[src/core/sea_pkg.sv]
package sea_pkg;
	localparam logic [11:0] SEA_PRIMARY_OFF   = 12'h110;
	localparam logic [11:0] SEA_SECONDARY_OFF = 12'h114;
	localparam logic [11:0] SEA_EDGE_CFG_OFF  = 12'h118;
	localparam logic [11:0] SEA_EVENT_OFF     = 12'h11c;
	localparam logic [11:0] SEA_SUMMARY_OFF   = 12'h120;
	// primary word fields
	localparam int SEA_P_FIELD_A = 8;
	localparam int SEA_P_FIELD_B = 7;
	localparam int SEA_P_GP      = 3;
	localparam int SEA_P_CGRP    = 2;
	localparam int SEA_P_EC3  = 1;
	localparam int SEA_P_EC0  = 0;
	// secondary word fields
	localparam int SEA_S_REQ  = 31;
	localparam int SEA_S_MST  = 30;
	localparam int SEA_S_RE1  = 29;
	localparam int SEA_S_PE1  = 28;
	localparam int SEA_S_A1   = 27;
	localparam int SEA_S_RE0  = 26;
	localparam int SEA_S_PE0  = 25;
	localparam int SEA_S_A0   = 24;
	localparam int SEA_S_TO   = 23;
	localparam int SEA_S_EF   = 22;
	localparam int SEA_S_IIC  = 17;
	localparam int SEA_S_VP   = 14;
	localparam int SEA_S_VFIFO3 = 13;
	localparam int SEA_S_EC   = 0;
	// summary register fields
	localparam int SEA_M_XBUS = 0;
	localparam int SEA_M_TWI  = 1;
	localparam int SEA_M_SEQ0 = 2;
	localparam int SEA_M_SEQ1 = 3;
	localparam int SEA_M_VPE  = 4;
	localparam int SEA_M_VFIFO = 5;
	// reset values
	localparam logic [31:0] SEA_EDGE_CFG_RST = 32'h0000_0000;
	localparam logic        SEA_TIMEOUT_RST  = 1'b1;
	// edge select encodings, two bits per source
	localparam logic [1:0] SEA_EDGE_NONE = 2'h0;
	localparam logic [1:0] SEA_EDGE_RISE = 2'h1;
	localparam logic [1:0] SEA_EDGE_FALL = 2'h2;
	localparam logic [1:0] SEA_EDGE_BOTH = 2'h3;

	// sequencer task events
	typedef struct packed {
		logic start;
		logic reg_error;
		logic page_error;
		logic executing;
	} sea_seq_t;

	// serial bus master events
	typedef struct packed {
		logic cmd_start;
		logic addr_nack;
		logic write_nack;
		logic read_nack;
		logic arb_lost;
		logic frame_error;
	} sea_twi_t;

	// external data bus events
	typedef struct packed {
		logic cmd_start;
		logic timeout;
		logic format_error;
	} sea_xbus_t;

	// clear strobes from the interrupt status register, write-one pulses
	typedef struct packed {
		logic seq1_err;
		logic seq0_err;
		logic xbus;
		logic twi;
		logic vdma_prot;
		logic vfifo;
		logic counters;
	} sea_clr_t;
endpackage

[src/core/sea_top.sv]
`timescale 1ns/1ns
module sea_top
	import sea_pkg::*;
(
	input  wire logic        sys_clk,
	input  wire logic        rst_b,
	input  wire logic        psel,
	input  wire logic        penable,
	input  wire logic        pwrite,
	input  wire logic [11:0] paddr,
	input  wire logic [31:0] pwdata,
	output logic      [31:0] prdata,
	output logic             pready,
	output logic             pslverr,
	input  wire logic        field_id_a,
	input  wire logic        field_id_b,
	input  wire logic [3:0]  gp_pin,
	input  wire logic [5:0]  counter_over,
	input  wire logic        bus_req,
	input  wire logic        bus_gnt,
	input  wire logic        bus_master,
	input  sea_seq_t         seq0,
	input  sea_seq_t         seq1,
	input  sea_xbus_t        xbus,
	input  sea_twi_t         twi,
	input  wire logic [2:0]  vdma_prot_hit,
	input  wire logic        vdma_reload,
	input  wire logic        vfifo3_xrun_hit,
	input  sea_clr_t         isr_clear,
	output logic      [5:0]  edge_event
);

	// ******************************************
	// status state
	// ******************************************
	logic [31:0] edge_cfg;
	logic [31:0] next_edge_cfg;
	logic [5:0]  src_q;
	logic [5:0]  next_src_q;
	logic [5:0]  next_edge_event;
	logic [3:0]  counter_flags;
	logic [3:0]  next_counter_flags;
	logic        counter3_flag;
	logic        next_counter3_flag;
	logic        counter0_flag;
	logic        next_counter0_flag;
	logic        bus_request_pending;
	logic        next_bus_request_pending;
	logic        bus_master_active;
	logic        next_bus_master_active;
	logic        seq1_reg_error;
	logic        next_seq1_reg_error;
	logic        seq1_page_error;
	logic        next_seq1_page_error;
	logic        seq1_active;
	logic        next_seq1_active;
	logic        seq0_reg_error;
	logic        next_seq0_reg_error;
	logic        seq0_page_error;
	logic        next_seq0_page_error;
	logic        seq0_active;
	logic        next_seq0_active;
	logic        xbus_timeout_flag;
	logic        next_xbus_timeout_flag;
	logic        xbus_format_error;
	logic        next_xbus_format_error;
	logic        xbus_event_summary;
	logic        next_xbus_event_summary;
	logic [4:0]  twi_flags;
	logic [4:0]  next_twi_flags;
	logic        twi_error_summary;
	logic        next_twi_error_summary;
	logic [2:0]  vdma_prot;
	logic [2:0]  next_vdma_prot;
	logic        vfifo3_xrun;
	logic        next_vfifo3_xrun;
	logic [5:0]  src_now;
	logic [4:0]  twi_hits;
	logic [31:0] primary_status_word;
	logic [31:0] secondary_status_word;
	logic [31:0] summary_word;

	// ******************************************
	// status words
	// ******************************************
	assign src_now  = {field_id_a, field_id_b, gp_pin};
	assign twi_hits = {twi.addr_nack, twi.write_nack, twi.read_nack,
		twi.arb_lost, twi.frame_error};

	always_comb begin
		primary_status_word = 32'h0000_0000;
		primary_status_word[SEA_P_FIELD_A] = src_q[5];
		primary_status_word[SEA_P_FIELD_B] = src_q[4];
		primary_status_word[SEA_P_GP +: 4] = src_q[3:0];
		primary_status_word[SEA_P_CGRP] = |counter_flags;
		primary_status_word[SEA_P_EC3] = counter3_flag;
		primary_status_word[SEA_P_EC0] = counter0_flag;
	end

	always_comb begin
		secondary_status_word = 32'h0000_0000;
		secondary_status_word[SEA_S_REQ] = bus_request_pending;
		secondary_status_word[SEA_S_MST] = bus_master_active;
		secondary_status_word[SEA_S_RE1] = seq1_reg_error;
		secondary_status_word[SEA_S_PE1] = seq1_page_error;
		secondary_status_word[SEA_S_A1]  = seq1_active;
		secondary_status_word[SEA_S_RE0] = seq0_reg_error;
		secondary_status_word[SEA_S_PE0] = seq0_page_error;
		secondary_status_word[SEA_S_A0]  = seq0_active;
		secondary_status_word[SEA_S_TO]  = xbus_timeout_flag;
		secondary_status_word[SEA_S_EF]  = xbus_format_error;
		secondary_status_word[SEA_S_IIC +: 5] = twi_flags;
		secondary_status_word[SEA_S_VP +: 3]  = vdma_prot;
		secondary_status_word[SEA_S_VFIFO3] = vfifo3_xrun;
		secondary_status_word[SEA_S_EC +: 4]  = counter_flags;
	end

	always_comb begin
		summary_word = 32'h0000_0000;
		summary_word[SEA_M_XBUS] = xbus_event_summary;
		summary_word[SEA_M_TWI]  = twi_error_summary;
		summary_word[SEA_M_SEQ0] = seq0_reg_error | seq0_page_error;
		summary_word[SEA_M_SEQ1] = seq1_reg_error | seq1_page_error;
		summary_word[SEA_M_VPE]  = |vdma_prot;
		summary_word[SEA_M_VFIFO] = vfifo3_xrun;
	end

	// ******************************************
	// next state of the status bits
	// ******************************************
	// every sticky flag: set term ored last so a same-cycle set wins
	always_comb begin
		next_src_q = src_now;
		for (int i = 0; i < 6; i++) begin
			case (edge_cfg[2*i +: 2])
			SEA_EDGE_RISE: next_edge_event[i] = src_now[i] & ~src_q[i];
			SEA_EDGE_FALL: next_edge_event[i] = ~src_now[i] & src_q[i];
			SEA_EDGE_BOTH: next_edge_event[i] = src_now[i] ^ src_q[i];
			default:       next_edge_event[i] = 1'b0;
			endcase
		end
		// counter 1,2,4,5 flags cleared only by the group isr bit
		next_counter_flags = (counter_flags & {4{~isr_clear.counters}})
			| {counter_over[5], counter_over[4],
			counter_over[2], counter_over[1]};
		next_counter3_flag = counter_over[3];
		next_counter0_flag = counter_over[0];
		next_bus_request_pending = bus_req & ~bus_gnt;
		next_bus_master_active = bus_master;
		next_seq1_reg_error = (seq1_reg_error & ~isr_clear.seq1_err
			& ~seq1.start) | seq1.reg_error;
		next_seq0_reg_error = (seq0_reg_error & ~isr_clear.seq0_err
			& ~seq0.start) | seq0.reg_error;
		next_seq1_page_error = (seq1_page_error & ~isr_clear.seq1_err
			& ~seq1.start) | seq1.page_error;
		next_seq0_page_error = (seq0_page_error & ~isr_clear.seq0_err
			& ~seq0.start) | seq0.page_error;
		next_seq1_active = seq1.executing;
		next_seq0_active = seq0.executing;
		next_xbus_timeout_flag = (xbus_timeout_flag & ~isr_clear.xbus)
			| xbus.timeout;
		next_xbus_format_error = (xbus_format_error & ~isr_clear.xbus)
			| xbus.format_error;
		next_xbus_event_summary = (xbus_event_summary & ~xbus.cmd_start)
			| next_xbus_timeout_flag | next_xbus_format_error;
		next_twi_flags = (twi_flags & {5{~(isr_clear.twi | twi.cmd_start)}})
			| twi_hits;
		next_twi_error_summary = (twi_error_summary & ~twi.cmd_start)
			| (|next_twi_flags);
		next_vdma_prot = (vdma_prot
			& {3{~(isr_clear.vdma_prot | vdma_reload)}})
			| vdma_prot_hit;
		next_vfifo3_xrun = (vfifo3_xrun & ~(isr_clear.vfifo | vdma_reload))
			| vfifo3_xrun_hit;
	end

	always_ff @(posedge sys_clk) begin
		if (!rst_b) begin
			src_q               <= 6'h00;
			edge_event          <= 6'h00;
			counter_flags       <= 4'h0;
			counter3_flag       <= 1'b0;
			counter0_flag       <= 1'b0;
			bus_request_pending <= 1'b0;
			bus_master_active   <= 1'b0;
			seq1_reg_error      <= 1'b0;
			seq1_page_error     <= 1'b0;
			seq1_active         <= 1'b0;
			seq0_reg_error      <= 1'b0;
			seq0_page_error     <= 1'b0;
			seq0_active         <= 1'b0;
			xbus_timeout_flag   <= SEA_TIMEOUT_RST;
			xbus_format_error   <= 1'b0;
			xbus_event_summary  <= SEA_TIMEOUT_RST;
			twi_flags           <= 5'h00;
			twi_error_summary   <= 1'b0;
			vdma_prot           <= 3'h0;
			vfifo3_xrun         <= 1'b0;
		end else begin
			src_q               <= next_src_q;
			edge_event          <= next_edge_event;
			counter_flags       <= next_counter_flags;
			counter3_flag       <= next_counter3_flag;
			counter0_flag       <= next_counter0_flag;
			bus_request_pending <= next_bus_request_pending;
			bus_master_active   <= next_bus_master_active;
			seq1_reg_error      <= next_seq1_reg_error;
			seq1_page_error     <= next_seq1_page_error;
			seq1_active         <= next_seq1_active;
			seq0_reg_error      <= next_seq0_reg_error;
			seq0_page_error     <= next_seq0_page_error;
			seq0_active         <= next_seq0_active;
			xbus_timeout_flag   <= next_xbus_timeout_flag;
			xbus_format_error   <= next_xbus_format_error;
			xbus_event_summary  <= next_xbus_event_summary;
			twi_flags           <= next_twi_flags;
			twi_error_summary   <= next_twi_error_summary;
			vdma_prot           <= next_vdma_prot;
			vfifo3_xrun         <= next_vfifo3_xrun;
		end
	end

	// ******************************************
	// apb slave
	// ******************************************
	// one wait-free access phase: answer registered in the setup cycle
	logic [31:0] next_prdata;
	logic        next_pready;
	logic        next_pslverr;
	logic        setup;
	logic        known;

	assign setup = psel & ~penable & ~pready;

	always_comb begin
		next_edge_cfg = edge_cfg;
		next_prdata   = 32'h0000_0000;
		next_pready   = 1'b0;
		next_pslverr  = 1'b0;
		known         = 1'b1;
		case (paddr)
		SEA_PRIMARY_OFF:   next_prdata = primary_status_word;
		SEA_SECONDARY_OFF: next_prdata = secondary_status_word;
		SEA_EDGE_CFG_OFF:  next_prdata = edge_cfg;
		SEA_EVENT_OFF:     next_prdata = {26'h0, edge_event};
		SEA_SUMMARY_OFF:   next_prdata = summary_word;
		default:           known = 1'b0;
		endcase
		if (setup) begin
			next_pready  = 1'b1;
			next_pslverr = ~known;
			if (pwrite) begin
				next_prdata = 32'h0000_0000;
			end
		end else begin
			next_prdata = 32'h0000_0000;
		end
		// write lands at the edge that sees pready; status words ignore it
		if (psel & penable & pready & pwrite
			& (paddr == SEA_EDGE_CFG_OFF)) begin
			next_edge_cfg = {20'h0, pwdata[11:0]};
		end
	end

	always_ff @(posedge sys_clk) begin
		if (!rst_b) begin
			edge_cfg <= SEA_EDGE_CFG_RST;
			prdata   <= 32'h0000_0000;
			pready   <= 1'b0;
			pslverr  <= 1'b0;
		end else begin
			edge_cfg <= next_edge_cfg;
			prdata   <= next_prdata;
			pready   <= next_pready;
			pslverr  <= next_pslverr;
		end
	end

endmodule

[config.mk]
export PLATFORM = sky130hd
export DESIGN_NAME = sea_top
export DESIGN_NICKNAME = d
export VERILOG_FILES = /design/src/core/sea_pkg.sv /design/src/core/sea_top.sv
export SDC_FILE = /design/constraint.sdc
export NUM_CORES = 1
export LEC_CHECK = 0
export BUFFER_PORTS_ARGS = -buffer_cell sky130_fd_sc_hd__buf_2
export CORE_MARGIN = 2
export CORE_UTILIZATION = 48
export DETAILED_ROUTE_END_ITERATION = 10
export PLACE_DENSITY = 0.89
export SLEW_MARGIN = 20
export SYNTH_ARGS = -nofsm -noshare
export SYNTH_HDL_FRONTEND = slang
export SYNTH_SLANG_ARGS = --single-unit
[constraint.sdc]
create_clock -name sys_clk -period 3.15 [get_ports sys_clk]
set_input_delay 0.945 -clock sys_clk [delete_from_list [all_inputs] [get_ports sys_clk]]
set_output_delay 0.945 -clock sys_clk [all_outputs]
set_load 0.01 [all_outputs]
**After elaboration in Yosys (flattened, before gate mapping)**

Index checks and enable logic that the tools add are counted.

- Reduce and logical (&&, ||, !) cells: 6
- Multiplexer cells: 9
- Eq/ne operators: 23
- Bitwise operators: 88

Operators by type and width:

| operator | number |
|---|---|
| case mux 32 bit (5 select lines) | 1 |
| equality test 12 x 9 -> 1 bit, second input constant | 5 |
| AND 1 bit | 32 |
| inverter 1 bit | 29 |
| equality test 2 bit, second input constant | 12 |
| case mux 1 bit (3 select lines) | 6 |
| OR 1 bit | 15 |
| equality test 2 x 1 -> 1 bit, second input constant | 6 |
| OR reduction 5 bit | 2 |
| OR reduction 3 bit | 2 |
| XOR 1 bit | 6 |
| AND 5 bit | 1 |
| OR 5 bit | 1 |
| AND 4 bit | 1 |
| OR 4 bit | 1 |
| OR reduction 4 bit | 1 |
| AND 3 bit | 1 |
| OR 3 bit | 1 |
| 2-to-1 mux 1 bit | 2 |
| AND reduction 2 bit | 1 |

- Flip-flop bits (word level): 85

**Longest topological paths before layout**

Gate-level depths: netlist of the first run.

- Depth in word-level cells: 6
- Depth in mapped cells: 6

**Worst setup path after synthesis of the first run**

No wires, ideal clock.

- Path kind: input to register
- From: input port paddr[7]
- To: register edge_cfg[10]
- Cell stages on the path: 6
- Setup time: 120 ps
- Buffers on the path: 2
- Required time: 3030 ps
- Path slack: 647 ps
- Data arrival time: 2384 ps
- Path through: or4b_1 buf_2 nor4_4 nand2_2 buf_6 mux2i_1

- Cells in the longest elaborated chain, start to end: 2

Ends and longest elaborated chain:

| item | line | text |
|---|---|---|
| start, declared | sea_top.sv:10 | `input wire logic [11:0] paddr,` |
| equality test 12 x 9 -> 1 bit | sea_top.sv:260 | `& (paddr == SEA_EDGE_CFG_OFF)) begin` |
| AND 1 bit | sea_top.sv:260 |  |
| end signal, assigned | sea_top.sv:272 | `edge_cfg <= next_edge_cfg;` |
| end, declared | sea_top.sv:36 | `logic [31:0] edge_cfg;` |

No other way between the ends.
A chain may end at the register's enable or synchronous reset.

**Worst setup path in the final report of the first run**

- From: input port paddr[7]
- To: register prdata[9]

- Cells in the longest elaborated chain, start to end: 2
- Elaborated cells between the ends (all ways): 6
- Classes of those cells: eq/ne (5); mux (1)

Ends and longest elaborated chain:

| item | line | text |
|---|---|---|
| equality test 12 x 9 -> 1 bit | sea_top.sv:241 | `case (paddr)` |
| case mux 32 bit (5 select lines) (*) | sea_top.sv:241 |  |
| end signal, assigned | sea_top.sv:273 | `prdata <= next_prdata;` |
| end, declared | sea_top.sv:12 | `output logic [31:0] prdata,` |

Mark *: on every way between the ends. The rest lies on a longest branch, timed or not.

==> flow_results.org, run 1 <==
** Outcome
- Run status :: finished clean

** Timing
- Setup violations remaining at the end of the flow were counted as 0.
- Setup repair after global routing left no endpoint under its margin.
- For the pin with the worst max-slew slack, the measured transition is 0.570 ns.
- Final hold viol count :: 0
- For this run, the top clock speed supported by timing is 0.417 GHz.
- Counting I/O delays and the setup requirement, the final critical path takes 2.40 ns.
- Relative slew slack :: 62.0%
- Across the routed clock network, the largest skew measured is 0.00804 ns.
- Summed over all failing endpoints, the final setup total negative slack is 0 ns.
- After layout, the worst path uses 76.1% of the clock period.
- Fin Hold WS :: 0.457 ns
- Final max-slew violation count :: 0

** Route
- First-pass DRT Iterations :: 4
- Total wire length :: 7.95 mm
- Number of vias in the routed layout :: 2,837
- In the final routing, the length of wire on met1 measures 3.29 mm.
- After detailed routing, the met2 layer carries 3.94 mm of wire.
- Vias per Instance :: 5.19
- In this run the remaining antenna-violating nets after routing total 0.
- Iteration-0 DRC Markers :: 225
- Routed signal wires occupy layers up through met4.
- For this run, design rule violations remaining after detail routing come to 0.
- Total met3 wirelength after detailed routing :: 557 um
- In the final routed layout, each cell accounts on average for 14.5 um.

** Clock tree
- Max H-tree Level :: 3
- Count of hold buffers inserted by post-cts repair :: 0
- Latest clock arrival within the worst-skew pair :: 0.35 ns
- Clock sink count :: 84
- TritonCTS built the clock tree.
- Largest buffer count on any clock path :: 2
- Clock edge transition at the registers on the reported setup and hold paths :: 0.08 ns
- The number of clock buffers added by TritonCTS is 9.
- Post-CTS setup-driven buffer insertion count :: 0
- Master cell of the clock root buffer :: sky130_fd_sc_hd__clkbuf_8
- Post-CTS repair changed the size of 0 cells.

** Floorplanning
- Core Box Area :: 0.00668 mm^2
- Measured along the x axis, the die boundary spans 86.5 um.
- I/O pin count :: 133
- The die covers 0.00748 mm^2.
- The floorplan has 30 rows.
- Die Y-Extent :: 86.5 um
- Once the floorplan was initialized, standard cells occupied 48.9% of the core.

** Synthesis
- Post-Synthesis Cell Area :: 0.00327 mm^2
- Sequential fraction of the synthesis area :: 51.5%
- Synthesis inferred 84 register bits.
- Top flip-flop cell by instance count after synthesis :: sky130_fd_sc_hd__dfxtp_1
- In this run the mean area of a mapped cell was 9.47 um^2.
- Number of distinct standard cells referenced by the synthesized netlist :: 43
- Post-Syn Nets :: 450
- Number of standard cells after synthesis :: 345
- For this run, asynchronously set or reset flops after synthesis account for 0%.
- Count of flip-flops with a built-in enable after synthesis :: 0
- Synth warnings :: 0

** Layout
- The post-route netlist has 31.9% of its cells at a drive strength greater than 1.
- Relative area change from synthesis to final layout :: 27.6%
- Leading cell types in the layout, fill and taps excluded :: sky130_fd_sc_hd__buf_2 (111), sky130_fd_sc_hd__dfxtp_1 (84), sky130_fd_sc_hd__nor2_1 (51)
- The filler cells instantiated in the layout total 561.
- Number of diodes added for antenna fixing :: 0
- The sequential cells in the finished layout cover a total of 0.00168 mm^2.
- The multi-input combinational cells in the finished layout cover a total of 0.00143 mm^2.
- The count of cells in the finished layout, fillers not included, comes to 547.
- Commonest non-fill, non-tap cell in the layout :: sky130_fd_sc_hd__buf_2
- Final standard cell utilization of the core :: 62.4%
- The net count of the finished layout is 567.

** Setup path
- Arrival time worst endpoint :: 2.68 ns
- STA classifies the critical path startpoint as an input pin.
- CP cell instances :: buf_2 > or4b_1 > nor4_2 > buf_4 > and2_1 > and3_1
- Required time reported for the critical path endpoint :: 3.43 ns
- Endpoint kind of the worst setup timing path :: flip-flop
- Buf+Inv Stages, Crit Path :: 2
- By startpoint and endpoint, the worst setup path is classified as input pin to flip-flop.
- Biggest fanout along the worst timing path :: 11
- On the worst path, the slowest cell contributes a delay of 0.70 ns.
- Family with the most delay on the worst path :: simple AND/OR/NAND/NOR gates
- On the critical path, the stage with the largest delay is an instance of sky130_fd_sc_hd__or4b_1.

** Power
- In this run the static leakage power is 2.15 nW.
- Peak VDD IR :: 0.000323 V
- In this run the power density over the cells is 516 mW/mm^2.
- Design Power :: 2.15 mW

** Placement
- Placed cell count :: 531
- Port bufs :: 111
- DP Wirelength :: 6.05 mm
- The congestion estimate from routability-driven global placement came to 0.923.

** Global routing
- The first global-routing pass estimated 12.4 mm of wire.
- Initial antenna violation count :: 0
- Entering global routing, the biggest net connects 21 pins.
- Number of global-route vias before repair :: 2,724
- Global routing used 21.2% of the available tracks across all layers.
- The total overflow left after global routing is 0.

** Run
- Across the run, the number of max-cap violations was 0.

** Min path
- The worst hold path belongs to the class flip-flop to flip-flop.
==> per-stage QoR <==
step,worst slack (ns),area (um^2)
finish,0.752,4170
global route,0.632,4170
CTS,0.752,4170
detailed placement,0.396,3930
global placement,0.451,3930
floorplan,0.647,3270
==> synth_stat cells, types with 2 or more instances <==
cell type | number | area [um^2]
sky130_fd_sc_hd__dfxtp_1 | 84 | 1680
sky130_fd_sc_hd__nor2_1 | 51 | 191
sky130_fd_sc_hd__nand2_1 | 31 | 116
sky130_fd_sc_hd__a21oi_1 | 28 | 140
sky130_fd_sc_hd__and3_1 | 23 | 144
sky130_fd_sc_hd__inv_1 | 23 | 86.3
sky130_fd_sc_hd__mux2i_1 | 20 | 200
sky130_fd_sc_hd__ha_1 | 12 | 150
sky130_fd_sc_hd__clkbuf_1 | 9 | 33.8
sky130_fd_sc_hd__and2_1 | 6 | 37.5
sky130_fd_sc_hd__a22o_1 | 5 | 43.8
sky130_fd_sc_hd__a22oi_1 | 5 | 37.5
sky130_fd_sc_hd__mux2_2 | 4 | 45.0
sky130_fd_sc_hd__nand2b_1 | 3 | 18.8
sky130_fd_sc_hd__nor4_2 | 3 | 37.5
sky130_fd_sc_hd__a211o_1 | 2 | 17.5
sky130_fd_sc_hd__a222oi_1 | 2 | 20.0
sky130_fd_sc_hd__buf_1 | 2 | 7.51
sky130_fd_sc_hd__buf_2 | 2 | 10.0
sky130_fd_sc_hd__nor2b_1 | 2 | 12.5
sky130_fd_sc_hd__nor3_1 | 2 | 10.0
sky130_fd_sc_hd__nor4b_1 | 2 | 17.5
sky130_fd_sc_hd__or2_2 | 2 | 12.5
sky130_fd_sc_hd__or3_1 | 2 | 12.5
sky130_fd_sc_hd__or4b_1 | 2 | 20.0
==> sequential cells by signal, summed over array words and instances (netlist names), 3 cells and up <==
signal and count:
twi_flags 5, src_q 6, counter_flags 4, prdata 31, edge_event 6, edge_cfg 12
vdma_prot 3
==> path summary, 6_finish.rpt <==
kind,start,to,slack [ns],depth (start not counted)
max,paddr[7],prdata[9]$_SDFF_PP0_,0.75,6
min reg2reg,seq1_active$_SDFF_PN0_,prdata[27]$_SDFF_PP0_,0.46,1
min,seq1_active$_SDFF_PN0_,prdata[27]$_SDFF_PP0_,0.46,1
max reg2reg,pready$_SDFF_PN0_,prdata[9]$_SDFF_PP0_,1.52,5
==> power breakdown <==
group / switching, mW / internal, mW / leakage [nW]
clock: 0.376 / 0.528 / 0.120
sequential: 0.0169 / 1.09 / 0.686
combinational: 0.0759 / 0.0695 / 1.34
total: 0.468 / 1.68 / 2.15
==> logic make-up (layout without fill, tap and decap cells) <==
family / Yosys count / in the layout / share of synthesized area, %
flip-flops: 84 / 84 / 51.5
buffers and inverters: 38 / 160 / 4.79
other: 1 / 1 / 0.115
multiplexers: 24 / 24 / 7.51
AND/OR/NAND/NOR: 138 / 138 / 22.3
AO/OA/AOI/OAI: 48 / 48 / 9.27
adder cells (fa/ha/maj): 12 / 12 / 4.60
==> layer usage <==
layer	GRT usage, %	vias up
met2	36.7	106
met1	25.0	1315
met5	0	-
met3	5.24	14
li1	-	1402
met4	8.66	0
==> area by class of cell <==
class	count	area share [%]
clock buffer	10	3.06
tap	80	2.40
sequential	84	40.3
clock inverter	6	2.70
inverter	23	2.07
timing repair buffer	121	15.1
multi-input combinational	223	34.3
Power figures use the tool's default switching activity.
==> run 2: changes to the inputs <==
Clock period 3.15 ns to 2.3 ns, I/O delays scaled along.
==> run 2 against run 1 <==
- wire length rose by 2.7%
- critical path type unchanged
- largest cell class unchanged
- critical path depth unchanged
- worst setup slack got worse by 0.44 ns
- utilization increased by 0.58 points
- largest power group unchanged
- combinational power increased by 42%
- global-route usage is 1.0 points higher
- hold slack worse by 0.0041 ns
- count of clock-buffer cells in the layout is 1 higher
- sequential share of layout area is 0.37 points lower
==> flow_results.org, run 2 (same netlist as run 1, synthesis figures left out) <==
** Timing
- Fin Hold WS :: 0.453 ns
- Unrepaired setup endpoints after global routing :: false
- On the final layout, the worst clock skew is 0.00834 ns.
- Final worst-path setup slack :: 0.315 ns
- Final hold viol count :: 0
- The worst path uses 86.3% of the clock period.
- Highest clock frequency the design can meet :: 0.504 GHz
- Min Clock Period, post-route :: 1.98 ns
- Setup violations remaining at the end of the flow were counted as 0.
- Final max-slew violation count :: 0

** Placement
- During placement, the flow inserted port buffers numbering 111.
- Once placement completed, the tool counted placed cells totaling 535.
- The congestion estimate from routability-driven global placement came to 0.870.
- Before CTS, the worst setup slack after placement is -0.00900 ns.
- Summed over all nets, the half-perimeter wirelength after detailed placement is 6.24 mm.
- Post-detailed-placement cell area :: 0.00398 mm^2

** Power
- IR analysis of the VDD net gives a maximum drop of 0.000280 V.
- Power spread over the standard cell area amounts to 683 mW/mm^2.
- For this design the static power due to leakage is 2.17 nW.

** Clock tree
- Hold repair after CTS inserted 0 buffers.
- In this run the number of H-tree levels came out at 3.
- At the later pin of the worst-skew pair, clock insertion delay measures 0.35 ns.
- Clock sink count :: 84
- Cts bufs inserted :: 9
- Clock edge transition at the registers on the reported setup and hold paths :: 0.08 ns
- In this run the deepest clock path goes through 2 buffers.
- In this run, post-CTS repair resized a total of 0 instances.
- TritonCTS built the clock tree.
- Post-CTS timing repair inserted 0 buffers for setup.
- CTS placed an instance of sky130_fd_sc_hd__clkbuf_8 at the clock tree root.

** Floorplanning
- The initial utilization of the core area, before any placement, comes to 48.9%.
- Die extent in x :: 86.5 um
- Die Y-Extent :: 86.5 um
- Core Box Area :: 0.00668 mm^2
- 133 I/O pins were placed.
- The floorplan step defined a die boundary enclosing 0.00748 mm^2.
- FP Rows :: 30

** Layout
- Regs by FF count :: prdata (31), edge_cfg (12)
- The library cell used most frequently in the layout, excluding fill and tap cells, is sky130_fd_sc_hd__buf_2.
- Cells fill 63.0% of the core in the end.
- The area growth from synthesis to layout is 28.8%.
- The register with the most flip-flops in the layout has 31 of them.
- Net count, final :: 571
- Leading cell types in the layout, fill and taps excluded :: sky130_fd_sc_hd__buf_2 (111), sky130_fd_sc_hd__dfxtp_1 (84), sky130_fd_sc_hd__nor2_1 (51)
- Ranked by flip-flop count, first place goes to prdata.
- The finished layout holds 551 standard cells, fillers aside.
- The number of antenna diodes in the final layout is 0.
- The finished cells cover 0.00421 mm^2.
- Fraction of layout cells with a size suffix above 1 :: 32.5%

** Min path
- The startpoint identified for the worst hold timing path is bus_request_pending$_SDFF_PN0_.
- End point of the most critical hold path :: prdata[31]$_SDFF_PP0_
- Counting instances, the worst hold path has a depth of 1.
- The worst hold path belongs to the class flip-flop to flip-flop.

** Route
- Number of vias in the routed layout :: 2,926
- Using the TritonRoute via totals, the vias-per-cell ratio works out to 5.31.
- In this run the remaining antenna-violating nets after routing total 0.
- For this run, design rule violations remaining after detail routing come to 0.
- After detailed routing, the total wire length is 8.16 mm.
- First-pass DRT Iterations :: 4
- Routed wire per std cell :: 14.8 um
- In this run, the number of DRC markers left after iteration 0 of detailed routing was 173.

** Setup path
- CP cell instances :: buf_2 > or4b_1 > buf_4 > nor4_2 > nor4b_1 > a211o_1
- Endpoint of the most critical register-to-register path :: prdata[2]$_SDFF_PP0_
- Endpoint kind of the worst setup timing path :: flip-flop
- Setup slack on the worst reg-to-reg path comes out at 0.70 ns.
- The cell family contributing the most delay on the critical path is simple AND/OR/NAND/NOR gates.
- Highest cell delay on the worst timing path :: 0.51 ns
- On the critical path, the stage with the largest delay is an instance of sky130_fd_sc_hd__or4b_1.
- Critical R2R Launch :: pready$_SDFF_PN0_
- STA puts the critical path data required time at 2.60 ns.
- Buf+Inv Stages, Crit Path :: 2
- STA classifies the critical path startpoint as an input pin.
- Length in cells of the worst reg-to-reg path :: 4
- The critical path is of the input pin to flip-flop type.
- In this run the worst path has a maximum fanout of 6.
- Data on the critical path arrives at its endpoint at 2.28 ns.

** Global routing
- The first global-routing pass estimated 12.7 mm of wire.
- GRT Total Usage :: 22.2%
- Global routing finished with a remaining overflow of 0.
- The initial antenna violation count is 0.
- Entering global routing, the biggest net connects 31 pins.
- Number of global-route vias before repair :: 2,877

** Outcome
- Run status :: finished clean

** Run
- Max Cap Violations :: 0
## run 2: changes by cell type in the layout (fill, tap and decap cells not counted), sizes merged
cell	before	now
bufinv	3	2
inv	23	25
clkinv	3	1
clkbuf	10	11
buf	121	125
## run 2: layout make-up
class                   count  area, um^2
fillers                   543        2470
flip-flops and latches     84        1680
multi-input cells         223        1430
repair buffers            125         686
clock buffers              11         141
well taps                  80         100
inverters                  23        86.3
clock inverters             5        82.6
## run 2: worst max path at each step
stage                   from                        end  slack, ns  cells past startpoint
detailed placement  paddr[7]      prdata[10]$_SDFF_PP0_     -0.009                      7
finish              paddr[7]       prdata[2]$_SDFF_PP0_       0.32                      6
CTS                 paddr[7]      prdata[10]$_SDFF_PP0_       0.31                      7
global placement    paddr[7]       prdata[2]$_SDFF_PP0_      0.008                      6
floorplan           paddr[7]  edge_cfg[10]$_SDFFE_PN0P_       0.05                      6
global route        paddr[7]       prdata[0]$_SDFF_PP0_       0.22                      7
## run 2: per-layer routing
metal / global-route usage, % / share of wire [%] / up-vias
met1: 24.2 / 40 / 1370
met2: 38.8 / 50 / 113
li1: - / - / 1414
met5: 0 / 0 / -
met3: 5.24 / 5.8 / 29
met4: 13.6 / 3.8 / 0
## run 2: report_power, final
group          internal (mW)  leakage (nW)  switching [mW]  total (mW)
Clock                  0.647         0.114           0.507        1.15
Combinational         0.0982          1.37           0.108       0.206
Sequential              1.49         0.686          0.0234        1.51
Total                   2.23          2.17           0.638        2.87
## run 2: per-stage QoR
| stage | power, mW | setup TNS (ns) |
|---|---|---|
| after global placement | 1.73 | 0 |
| after detailed placement | 1.75 | -0.0166 |
| after CTS | 2.89 | 0 |
| after floorplan | 1.64 | 0 |
| final | 2.87 | 0 |
| after global routing | 2.98 | 0 |
